===== config.mk =====
export PLATFORM = sky130hd
export DESIGN_NAME = flash_ready_status_quirk
export DESIGN_NICKNAME = d
export VERILOG_FILES = /design/src/ffr_pkg.sv /design/src/ffr_op_if.sv /design/src/ffr_op_timer.sv /design/src/flash_ready_status_quirk.sv
export VERILOG_INCLUDE_DIRS = /design/src /design/src/src
export SDC_FILE = /design/constraint.sdc
export NUM_CORES = 1
export LEC_CHECK = 0
export ABC_AREA = 1
export BUFFER_PORTS_ARGS = -buffer_cell sky130_fd_sc_hd__buf_2
export CORE_MARGIN = 2
export CORE_UTILIZATION = 35
export CTS_CLUSTER_DIAMETER = 80
export DETAILED_ROUTE_END_ITERATION = 8
export GPL_ROUTABILITY_DRIVEN = 1
export MAX_ROUTING_LAYER = met4
export PLACE_DENSITY = 0.59
export REMOVE_ABC_BUFFERS = 1
export SLEW_MARGIN = 15
export SYNTH_ARGS = -nofsm -noshare
export SYNTH_HDL_FRONTEND = slang
export SYNTH_SLANG_ARGS = --single-unit
export TNS_END_PERCENT = 30

===== constraint.sdc =====
create_clock -name mclk -period 1.45 [get_ports mclk]
set_input_delay 0 -clock mclk [delete_from_list [all_inputs] [get_ports mclk]]
set_output_delay 0 -clock mclk [all_outputs]
set_load 0.01 [all_outputs]

===== src/ffr_cfg.svh =====
// ffr_cfg.svh: constants for the flash ready-status model
// assumes inclusion by bare name from the package and design files
`ifndef FFR_CFG_SVH
`define FFR_CFG_SVH
`define FFR_READY_BIT      0
`define FFR_FREQ_DEFAULT   8'h07
`define FFR_FREQ_WRITE_OK  8'h0F
`define FFR_STATUS_W       8
`define FFR_FALSE_CYC      4'h2
`define FFR_READ_CYC       4'h4
`define FFR_WRITE_CYC      4'hA
`define FFR_FALSE_GAP      4'h2
`define FFR_CNT_ZERO       4'h0
`define FFR_CNT_ONE        4'h1
`endif


===== src/ffr_pkg.sv =====
// ffr_pkg.sv: types for the flash ready-status model
// assumes ffr_cfg.svh is on the include path
`include "ffr_cfg.svh"
package ffr_pkg;
  typedef enum logic [1:0] {CMD_NONE = 2'h0, CMD_READ = 2'h1, CMD_WRITE = 2'h2} ffr_cmd_e;
  typedef enum logic [2:0] {
    ST_IDLE  = 3'h0,
    ST_BUSY1 = 3'h1,
    ST_FALSE = 3'h3,
    ST_BUSY2 = 3'h2,
    ST_DONE  = 3'h6
  } ffr_state_e;
  typedef logic [3:0] ffr_cnt_t;
endpackage : ffr_pkg


===== src/ffr_op_if.sv =====
// ffr_op_if.sv: operation handshake between sequencer and array timer
// assumes one clock domain, mclk
`timescale 1ns/100ps
`default_nettype none
interface ffr_op_if;
  import ffr_pkg::*;
  logic     start;
  ffr_cnt_t len;
  logic     done;
  modport seq (output start, output len, input done);
  modport tmr (input start, input len, output done);
endinterface : ffr_op_if
`default_nettype wire


===== src/ffr_op_timer.sv =====
// ffr_op_timer.sv: counts out the busy time of one array operation
// assumes start is a one-cycle pulse from the sequencer on mclk
`timescale 1ns/100ps
`default_nettype none
`include "ffr_cfg.svh"
module ffr_op_timer (
  // clock and reset
  input wire logic mclk,
  input wire logic srst,
  // operation handshake
  ffr_op_if.tmr    op
);
  import ffr_pkg::*;
  ffr_cnt_t cnt_r;
  logic     busy_r;
  logic     done_r;
  wire logic lastCycle = busy_r && (cnt_r == `FFR_CNT_ONE);
  assign op.done = done_r;
  // load on start, count down, pulse done at the end
  always_ff @(posedge mclk) begin
    if (srst) begin
      cnt_r  <= `FFR_CNT_ZERO;
      busy_r <= 1'b0;
      done_r <= 1'b0;
    end else begin
      done_r <= lastCycle;
      if (op.start) begin
        cnt_r  <= op.len;
        busy_r <= 1'b1;
      end else if (lastCycle) begin
        busy_r <= 1'b0;
      end else if (busy_r) begin
        cnt_r  <= cnt_r - `FFR_CNT_ONE;
      end
    end
  end
endmodule : ffr_op_timer
`default_nettype wire


===== src/flash_ready_status_quirk.sv =====
// flash_ready_status_quirk.sv: command-ready status of an embedded flash controller
// assumes host logic on mclk issues commands and polls statusWord
//
// Summary of operation
// - status bit 0 reports ready for next function
// - first ready after a command is false
// - next ready assertion after that is genuine
// - reads work at any frequency range setting
`timescale 1ns/100ps
`default_nettype none
`include "ffr_cfg.svh"
module flash_ready_status_quirk (
  // clock and reset
  input  wire logic                        mclk,
  input  wire logic                        srst,
  // command port from host logic
  input  wire logic                        cmdValid,
  input  wire ffr_pkg::ffr_cmd_e           cmdKind,
  // frequency-range setting from host
  input  wire logic                        freqWrite,
  input  wire logic [`FFR_STATUS_W-1:0]    flash_freq_range_setting,
  // status toward host
  output logic      [`FFR_STATUS_W-1:0]    statusWord,
  output logic      [`FFR_STATUS_W-1:0]    freqRangeNow,
  output logic                             writeFault
);
  import ffr_pkg::*;

  ffr_state_e                 state_r;
  ffr_state_e                 state_nxt;
  logic [`FFR_STATUS_W-1:0]   freq_r;
  logic                       fault_r;
  logic                       curWrite_r;
  ffr_cnt_t                   gap_r;
  ffr_op_if                   opBus ();

  // array timer models the true busy time
  ffr_op_timer u_timer (
    .mclk (mclk),
    .srst (srst),
    .op   (opBus.tmr)
  );

  function automatic ffr_cnt_t op_len(input logic isWrite);
    op_len = isWrite ? `FFR_WRITE_CYC : `FFR_READ_CYC;
  endfunction : op_len

  // command acceptance and decode
  wire logic idleNow   = (state_r == ST_IDLE) || (state_r == ST_DONE);
  wire logic cmdTake   = cmdValid && idleNow && (cmdKind != CMD_NONE);
  wire logic isWrite   = (cmdKind == CMD_WRITE);
  wire logic freqOk    = (freq_r == `FFR_FREQ_WRITE_OK);
  wire logic falseEnd  = (gap_r == `FFR_CNT_ONE);
  wire logic readyBit  = (state_nxt == ST_FALSE) || (state_nxt == ST_DONE) || (state_nxt == ST_IDLE);
  assign opBus.start = cmdTake;
  assign opBus.len   = op_len(cmdTake && isWrite);

  // next-state: busy, one false ready blip, busy again, then genuine ready
  always_comb begin
    state_nxt = state_r;
    case (state_r)
      ST_IDLE:  if (cmdTake) state_nxt = ST_BUSY1;
      ST_BUSY1: state_nxt = ST_FALSE;
      ST_FALSE: if (falseEnd) state_nxt = ST_BUSY2;
      ST_BUSY2: if (opBus.done) state_nxt = ST_DONE;
      ST_DONE:  if (cmdTake) state_nxt = ST_BUSY1;
      default:  state_nxt = ST_IDLE;
    endcase
  end

  // state and false-ready gap counter
  always_ff @(posedge mclk) begin
    if (srst) begin
      state_r <= ST_IDLE;
      gap_r   <= `FFR_CNT_ZERO;
    end else begin
      state_r <= state_nxt;
      gap_r   <= (state_r == ST_BUSY1) ? `FFR_FALSE_GAP : (gap_r == `FFR_CNT_ZERO ? gap_r : gap_r - `FFR_CNT_ONE);
    end
  end

  // frequency range register; reads ignore it, writes need the raised value
  always_ff @(posedge mclk) begin
    if (srst) begin
      freq_r     <= `FFR_FREQ_DEFAULT;
      fault_r    <= 1'b0;
      curWrite_r <= 1'b0;
    end else begin
      if (freqWrite) freq_r <= flash_freq_range_setting;
      if (cmdTake) begin
        curWrite_r <= isWrite;
        fault_r    <= isWrite && !freqOk;
      end
    end
  end

  // registered outputs
  always_ff @(posedge mclk) begin
    if (srst) begin
      statusWord   <= {`FFR_STATUS_W{1'b0}} | (`FFR_STATUS_W'(1) << `FFR_READY_BIT);
      freqRangeNow <= `FFR_FREQ_DEFAULT;
      writeFault   <= 1'b0;
    end else begin
      statusWord   <= `FFR_STATUS_W'(readyBit) << `FFR_READY_BIT;
      freqRangeNow <= freqWrite ? flash_freq_range_setting : freq_r;
      writeFault   <= (cmdTake ? (isWrite && !freqOk) : fault_r) && (cmdTake ? isWrite : curWrite_r);
    end
  end
endmodule : flash_ready_status_quirk
`default_nettype wire

# Word-level counts from Yosys, hierarchy flattened

Cells that the tools add are included.

Output and inout bits: 17
Input bits: 14
Word-level logic and storage cells: 59
Register bits after elaboration: 32

Reduce and logical (&&, ||, !) cells: 19
Equal/unequal tests: 12
Multiplexer cells: 14
Add/sub/neg operators: 2

Operator list:

| kind                | number |
|---|---|
| $mux 4              | 4 |
| $pmux 3 s4          | 1 |
| $eq 3x2->1 const B  | 3 |
| $mux 3              | 3 |
| $eq 4x1->1 const B  | 2 |
| $eq 8x4->1 const B  | 1 |
| $sub 4x1->4 const B | 2 |
| $eq 3x3->1 const B  | 2 |
| $logic_and 1x1->1   | 6 |
| $logic_not 3->1     | 2 |
| $reduce_bool 2->1   | 3 |
| $logic_not 4->1     | 1 |
| $mux 1              | 4 |
| $mux 2              | 2 |
| $ne 2x2->1 const B  | 2 |
| $reduce_or 2->1     | 2 |
| $eq 3x1->1 const B  | 1 |
| $logic_or 1x1->1    | 3 |
| $eq 2x2->1 const B  | 1 |
| $reduce_and 2->1    | 1 |
| $logic_not 1->1     | 1 |

# Logic depth before layout (Yosys ltp)

Depth in word-level cells: 9
Gate-level depth with buffers: 8
Gate-level depth less buffers: 8

# By module

From an unflattened synthesis, not the netlist that was laid out.

Cells, all modules: 175
Area total of the unflattened synthesis: 1211.2 um^2

Modules (own cells, without submodules):

| module                   | cells each | instances | area an instance (um^2) |
|---|---|---|---|
| flash_ready_status_quirk | 127        | 1         | 875.8 |
| ffr_op_timer             | 48         | 1         | 335.3 |

# Least setup slack after synthesis

OpenSTA, ideal clock, no wires.

Path kind: register to register
Start: register u_timer.cnt_r[1]
End: register u_timer.cnt_r[1]
Cell stages (with the launch flop): 9
Clock period less this slack: 1.095 ns
Setup slack: 0.355 ns
Setup time: 0.116 ns
Arrival: 0.979 ns
Cells stage by stage: dfxtp_1 > inv_1 > ha_1 > nand3_1 > nand2_1 > nand2_4 > nand2_1 > nor2_1 > nor2_1

Word-level cells in the longest chain between the ends: 4

Ends and longest elaborated chain:

| what                                                | line                                   | text |
|---|---|---|
| start: declaration                                  | ffr_op_timer.sv:14                     | `ffr_cnt_t cnt_r;` |
| start signal: assignment                            | ffr_op_timer.sv:22                     | `` cnt_r <= `FFR_CNT_ZERO; `` |
| start signal: assignment                            | ffr_op_timer.sv:28                     | `cnt_r <= op.len;` |
| start signal: assignment                            | ffr_op_timer.sv:33                     | `` cnt_r <= cnt_r - `FFR_CNT_ONE; `` |
| $sub 4x1->4 (no line) or $eq 4x1->1 (tied branches) | --                                     |  |
| $mux 4 or $logic_and 1x1->1 (tied branches)         | ffr_op_timer.sv:32, ffr_op_timer.sv:17 |  |
| $mux 4 or $ne 2x2->1 (tied branches)                | --                                     |  |
| $mux 4 or $reduce_and 2->1 (tied branches)          | --                                     |  |

Several ways; a longest one is shown, not always the timed one. The select of a mux whose other input is x is not followed.
A chain may end at the register's enable or synchronous reset.

# Worst setup path in the final report

Ends and elaborated chain as after synthesis.

==> impl_metrics.json <==
{
  "drt_iter0_markers": 18,
  "htreeDepth": 1,
  "power_w": 0.00161,
  "crit_type": "reg -> reg",
  "ys_ff_latch": 25,
  "drive_gt1_share_pct": 18.6,
  "pre_cts_ws_ns": 0.234,
  "synthTopCellsByCount": "29 x nor2_1, 27 x nand2_1, 25 x dfxtp_1",
  "final_max_slew_viol_count": 0,
  "yosysTopAreaCell": "dfxtp_1",
  "area.growth.synth_to_final_pct": 24.3,
  "cts_max_path_buffers": 2,
  "max_stage_delay_ns": 0.36,
  "root_buffer": "clkbuf_4",
  "power_density_mw_per_mm2": 1140,
  "grt_pass1_wl_um": 3950,
  "whs_ns": 0.0408,
  "rows": 20,
  "port_buffers": 23,
  "vdd_drop_max_v": 0.000492,
  "vias": 1055,
  "timing.final.setup_violations": 0,
  "postSynth.asyncResetShare_pct": 0,
  "drv_cap": 0,
  "arrival_ns": 1.48,
  "die_x_um": 61.1,
  "setup_ws_ns": 0.196,
  "diodes": 0,
  "place.gp.congestion": 0.860,
  "synthCells": 158,
  "final-hold-violation-count": 0,
  "path_cells": "inv_1, ha_1, nand3_1, nand2_1, nand2_4, nand2_1, nor2_1, nor2_1",
  "rsz0062_at_grt": "no",
  "syn-mean-instance-area_sq_um": 7.21,
  "p_sw_share_pct": 33.4,
  "p_int_w": 0.00107,
  "synth_ff_type": "dfxtp_1",
  "ctsResizeCount": 0,
  "clock_sinks": 25,
  "antenna_found_initial": 0,
  "p_seq_share_pct": 52.3,
  "place_hpwl_um": 1680,
  "crit_path_max_fanout": 6,
  "ff2ff_setup_slack_ns": 0.20,
  "slowest_stage": "dfxtp_1",
  "synth-seq-area-share_pct": 43.9,
  "yosys_warnings": 0,
  "fin_area_sq_mm": 0.00142,
  "die-area_sq_mm": 0.00373,
  "clk_latency_ns": 0.31,
  "die-height_um": 61.1,
  "cts_tree": "done",
  "start_util_pct": 37.0,
  "wl_per_cell_um": 9.57,
  "status": "finished clean",
  "grt_pass1_vias": 915,
  "fin_crit_sh_pct": 86.5,
  "netlist.area_leader.share_pct": 43.9,
  "ioPinCount": 31,
  "synth_edf_count": 0,
  "max_freq_mhz": 798,
  "overflow": 0,
  "clk_pin_slew_worst_paths_ns": 0.13,
  "setup_tns_ns": 0,
  "leakagePower_nw": 0.684,
  "cp-end-kind": "flop",
  "skew_ns": 0.00901,
  "period_needed_ns": 1.25,
  "wl_um": 2280,
  "fillers": 312,
  "grt_util_all_layers_pct": 14.6,
  "p_comb_share_pct": 29.0,
  "yosysUniqueCellTypes": 23,
  "synth.most_common_cell": "nor2_1",
  "path_delay_family": "simple AND/OR/NAND/NOR gates",
  "drc": 0,
  "dpl_cell_area_sq_mm": 0.00127,
  "clkPwrFrac_pct": 18.6,
  "cp.required_ns": 1.67,
  "fp.coreArea_sq_mm": 0.00308,
  "antenna_left": 0,
  "post_cts_buffers": 0,
  "worstHoldPathType": "in -> reg",
  "crit_buf_inv": 1,
  "synth_area_leaders": "dfxtp_1 44%, nor2_1 9.5%, nand2_1 8.9%",
  "start_kind": "flop",
  "syn_area_sq_mm": 0.00114,
  "cts_made_buffers": 3,
  "drt_pass1_iterations": 4,
  "finish.net_count": 211,
  "grt_max_degree": 17,
  "power.switching_w": 0.000537,
  "vias_per_cell": 4.43
}
-- area by class of cell --
type	count	area, sq um	area share, %
timing repair buffer	35	235	16.6
multi-input combinational	106	509	36.0
clock buffer	4	26.3	1.86
inverter	24	90.1	6.36
sequential	25	500	35.3
tap	44	55.1	3.89
-- metrics by stage --
| step | utilization (%) | instances |
|---|---|---|
| global placement | 41.3 | 222 |
| CTS | 46.0 | 238 |
| finish | 46.0 | 238 |
| detailed placement | 41.3 | 222 |
| global route | 46.0 | 238 |
| floorplan | - | 155 |
-- tightest hold or removal path: cells and delay by family --
family	cells	cell delay (ns)
compound gates	1	0.10
buf+inv	1	0.14
simple gates	1	0.07
-- metal layers --
layer / wire length (um) / up-vias / global-route usage, %
li1: - / 553 / -
met1: 1080 / 463 / 19.7
met2: 1060 / 35 / 21.9
met3: 103 / 4 / 1.89
met4: 31 / 0 / 6.52
met5: 0 / - / -
-- cell usage in the layout, fill, tap and decap left out --
master and n:
clkbuf_1 1, nand3_4 1, o211ai_1 1, nand3_1 11, inv_2 3, o21ai_2 1, dlygate4sd3_1 12, buf_2 23
nand2_2 2, nor3_1 1, nor2_1 29, nor2_2 1, conb_1 7, dfxtp_1 25, nand4_1 5, xnor2_1 1
clkinv_1 1, a21oi_1 5, nand2_1 27, nand2_4 1, o21ai_0 10, a21oi_2 1, clkbuf_4 3, inv_1 20
ha_1 2
-- kinds of logic after synthesis --
logic type,share of synthesized area [%]
simple gates,30.6
buf+inv,13.4
flops,43.9
compound gates,8.78
fa+ha+maj,2.20
xor+xnor,0.769
other cells,0.329
-- flip-flops by register name, indices dropped and copies added, names as in the netlist --
register	flops
freqRangeNow	8
gap_r	4
u_timer.cnt_r	4
state_r	3
curWrite_r	1
fault_r	1
statusWord	1
u_timer.busy_r	1
u_timer.op.done	1
writeFault	1
-- final timing paths --
| kind | depth (start not counted) | end | start |
|---|---|---|---|
| worst max-delay path | 8 | u_timer.cnt_r[1] | u_timer.cnt_r[1] |
| worst min-delay path | 3 | freqRangeNow[3] | freqWrite |
| worst max register to register | 8 | u_timer.cnt_r[1] | u_timer.cnt_r[1] |
| worst min register to register | 2 | u_timer.op.done | u_timer.busy_r |
-- power groups by stage --
stage / logic [W] / clock network (W) / registers [W]
floorplan: 0.000330 / 0 / 0.000851
global placement: 0.000433 / 0 / 0.000851
detailed placement: 0.000442 / 0 / 0.000858
CTS: 0.000469 / 0.000319 / 0.000842
global route: 0.000540 / 0.000347 / 0.000856
finish: 0.000467 / 0.000299 / 0.000841
-- repair_timing --
action	CTS	global route
setup endpoints to repair	0	0
hold buffers	12	0
hold endpoints to repair	15	0
Note: power is estimated with default switching activity, not from simulation.
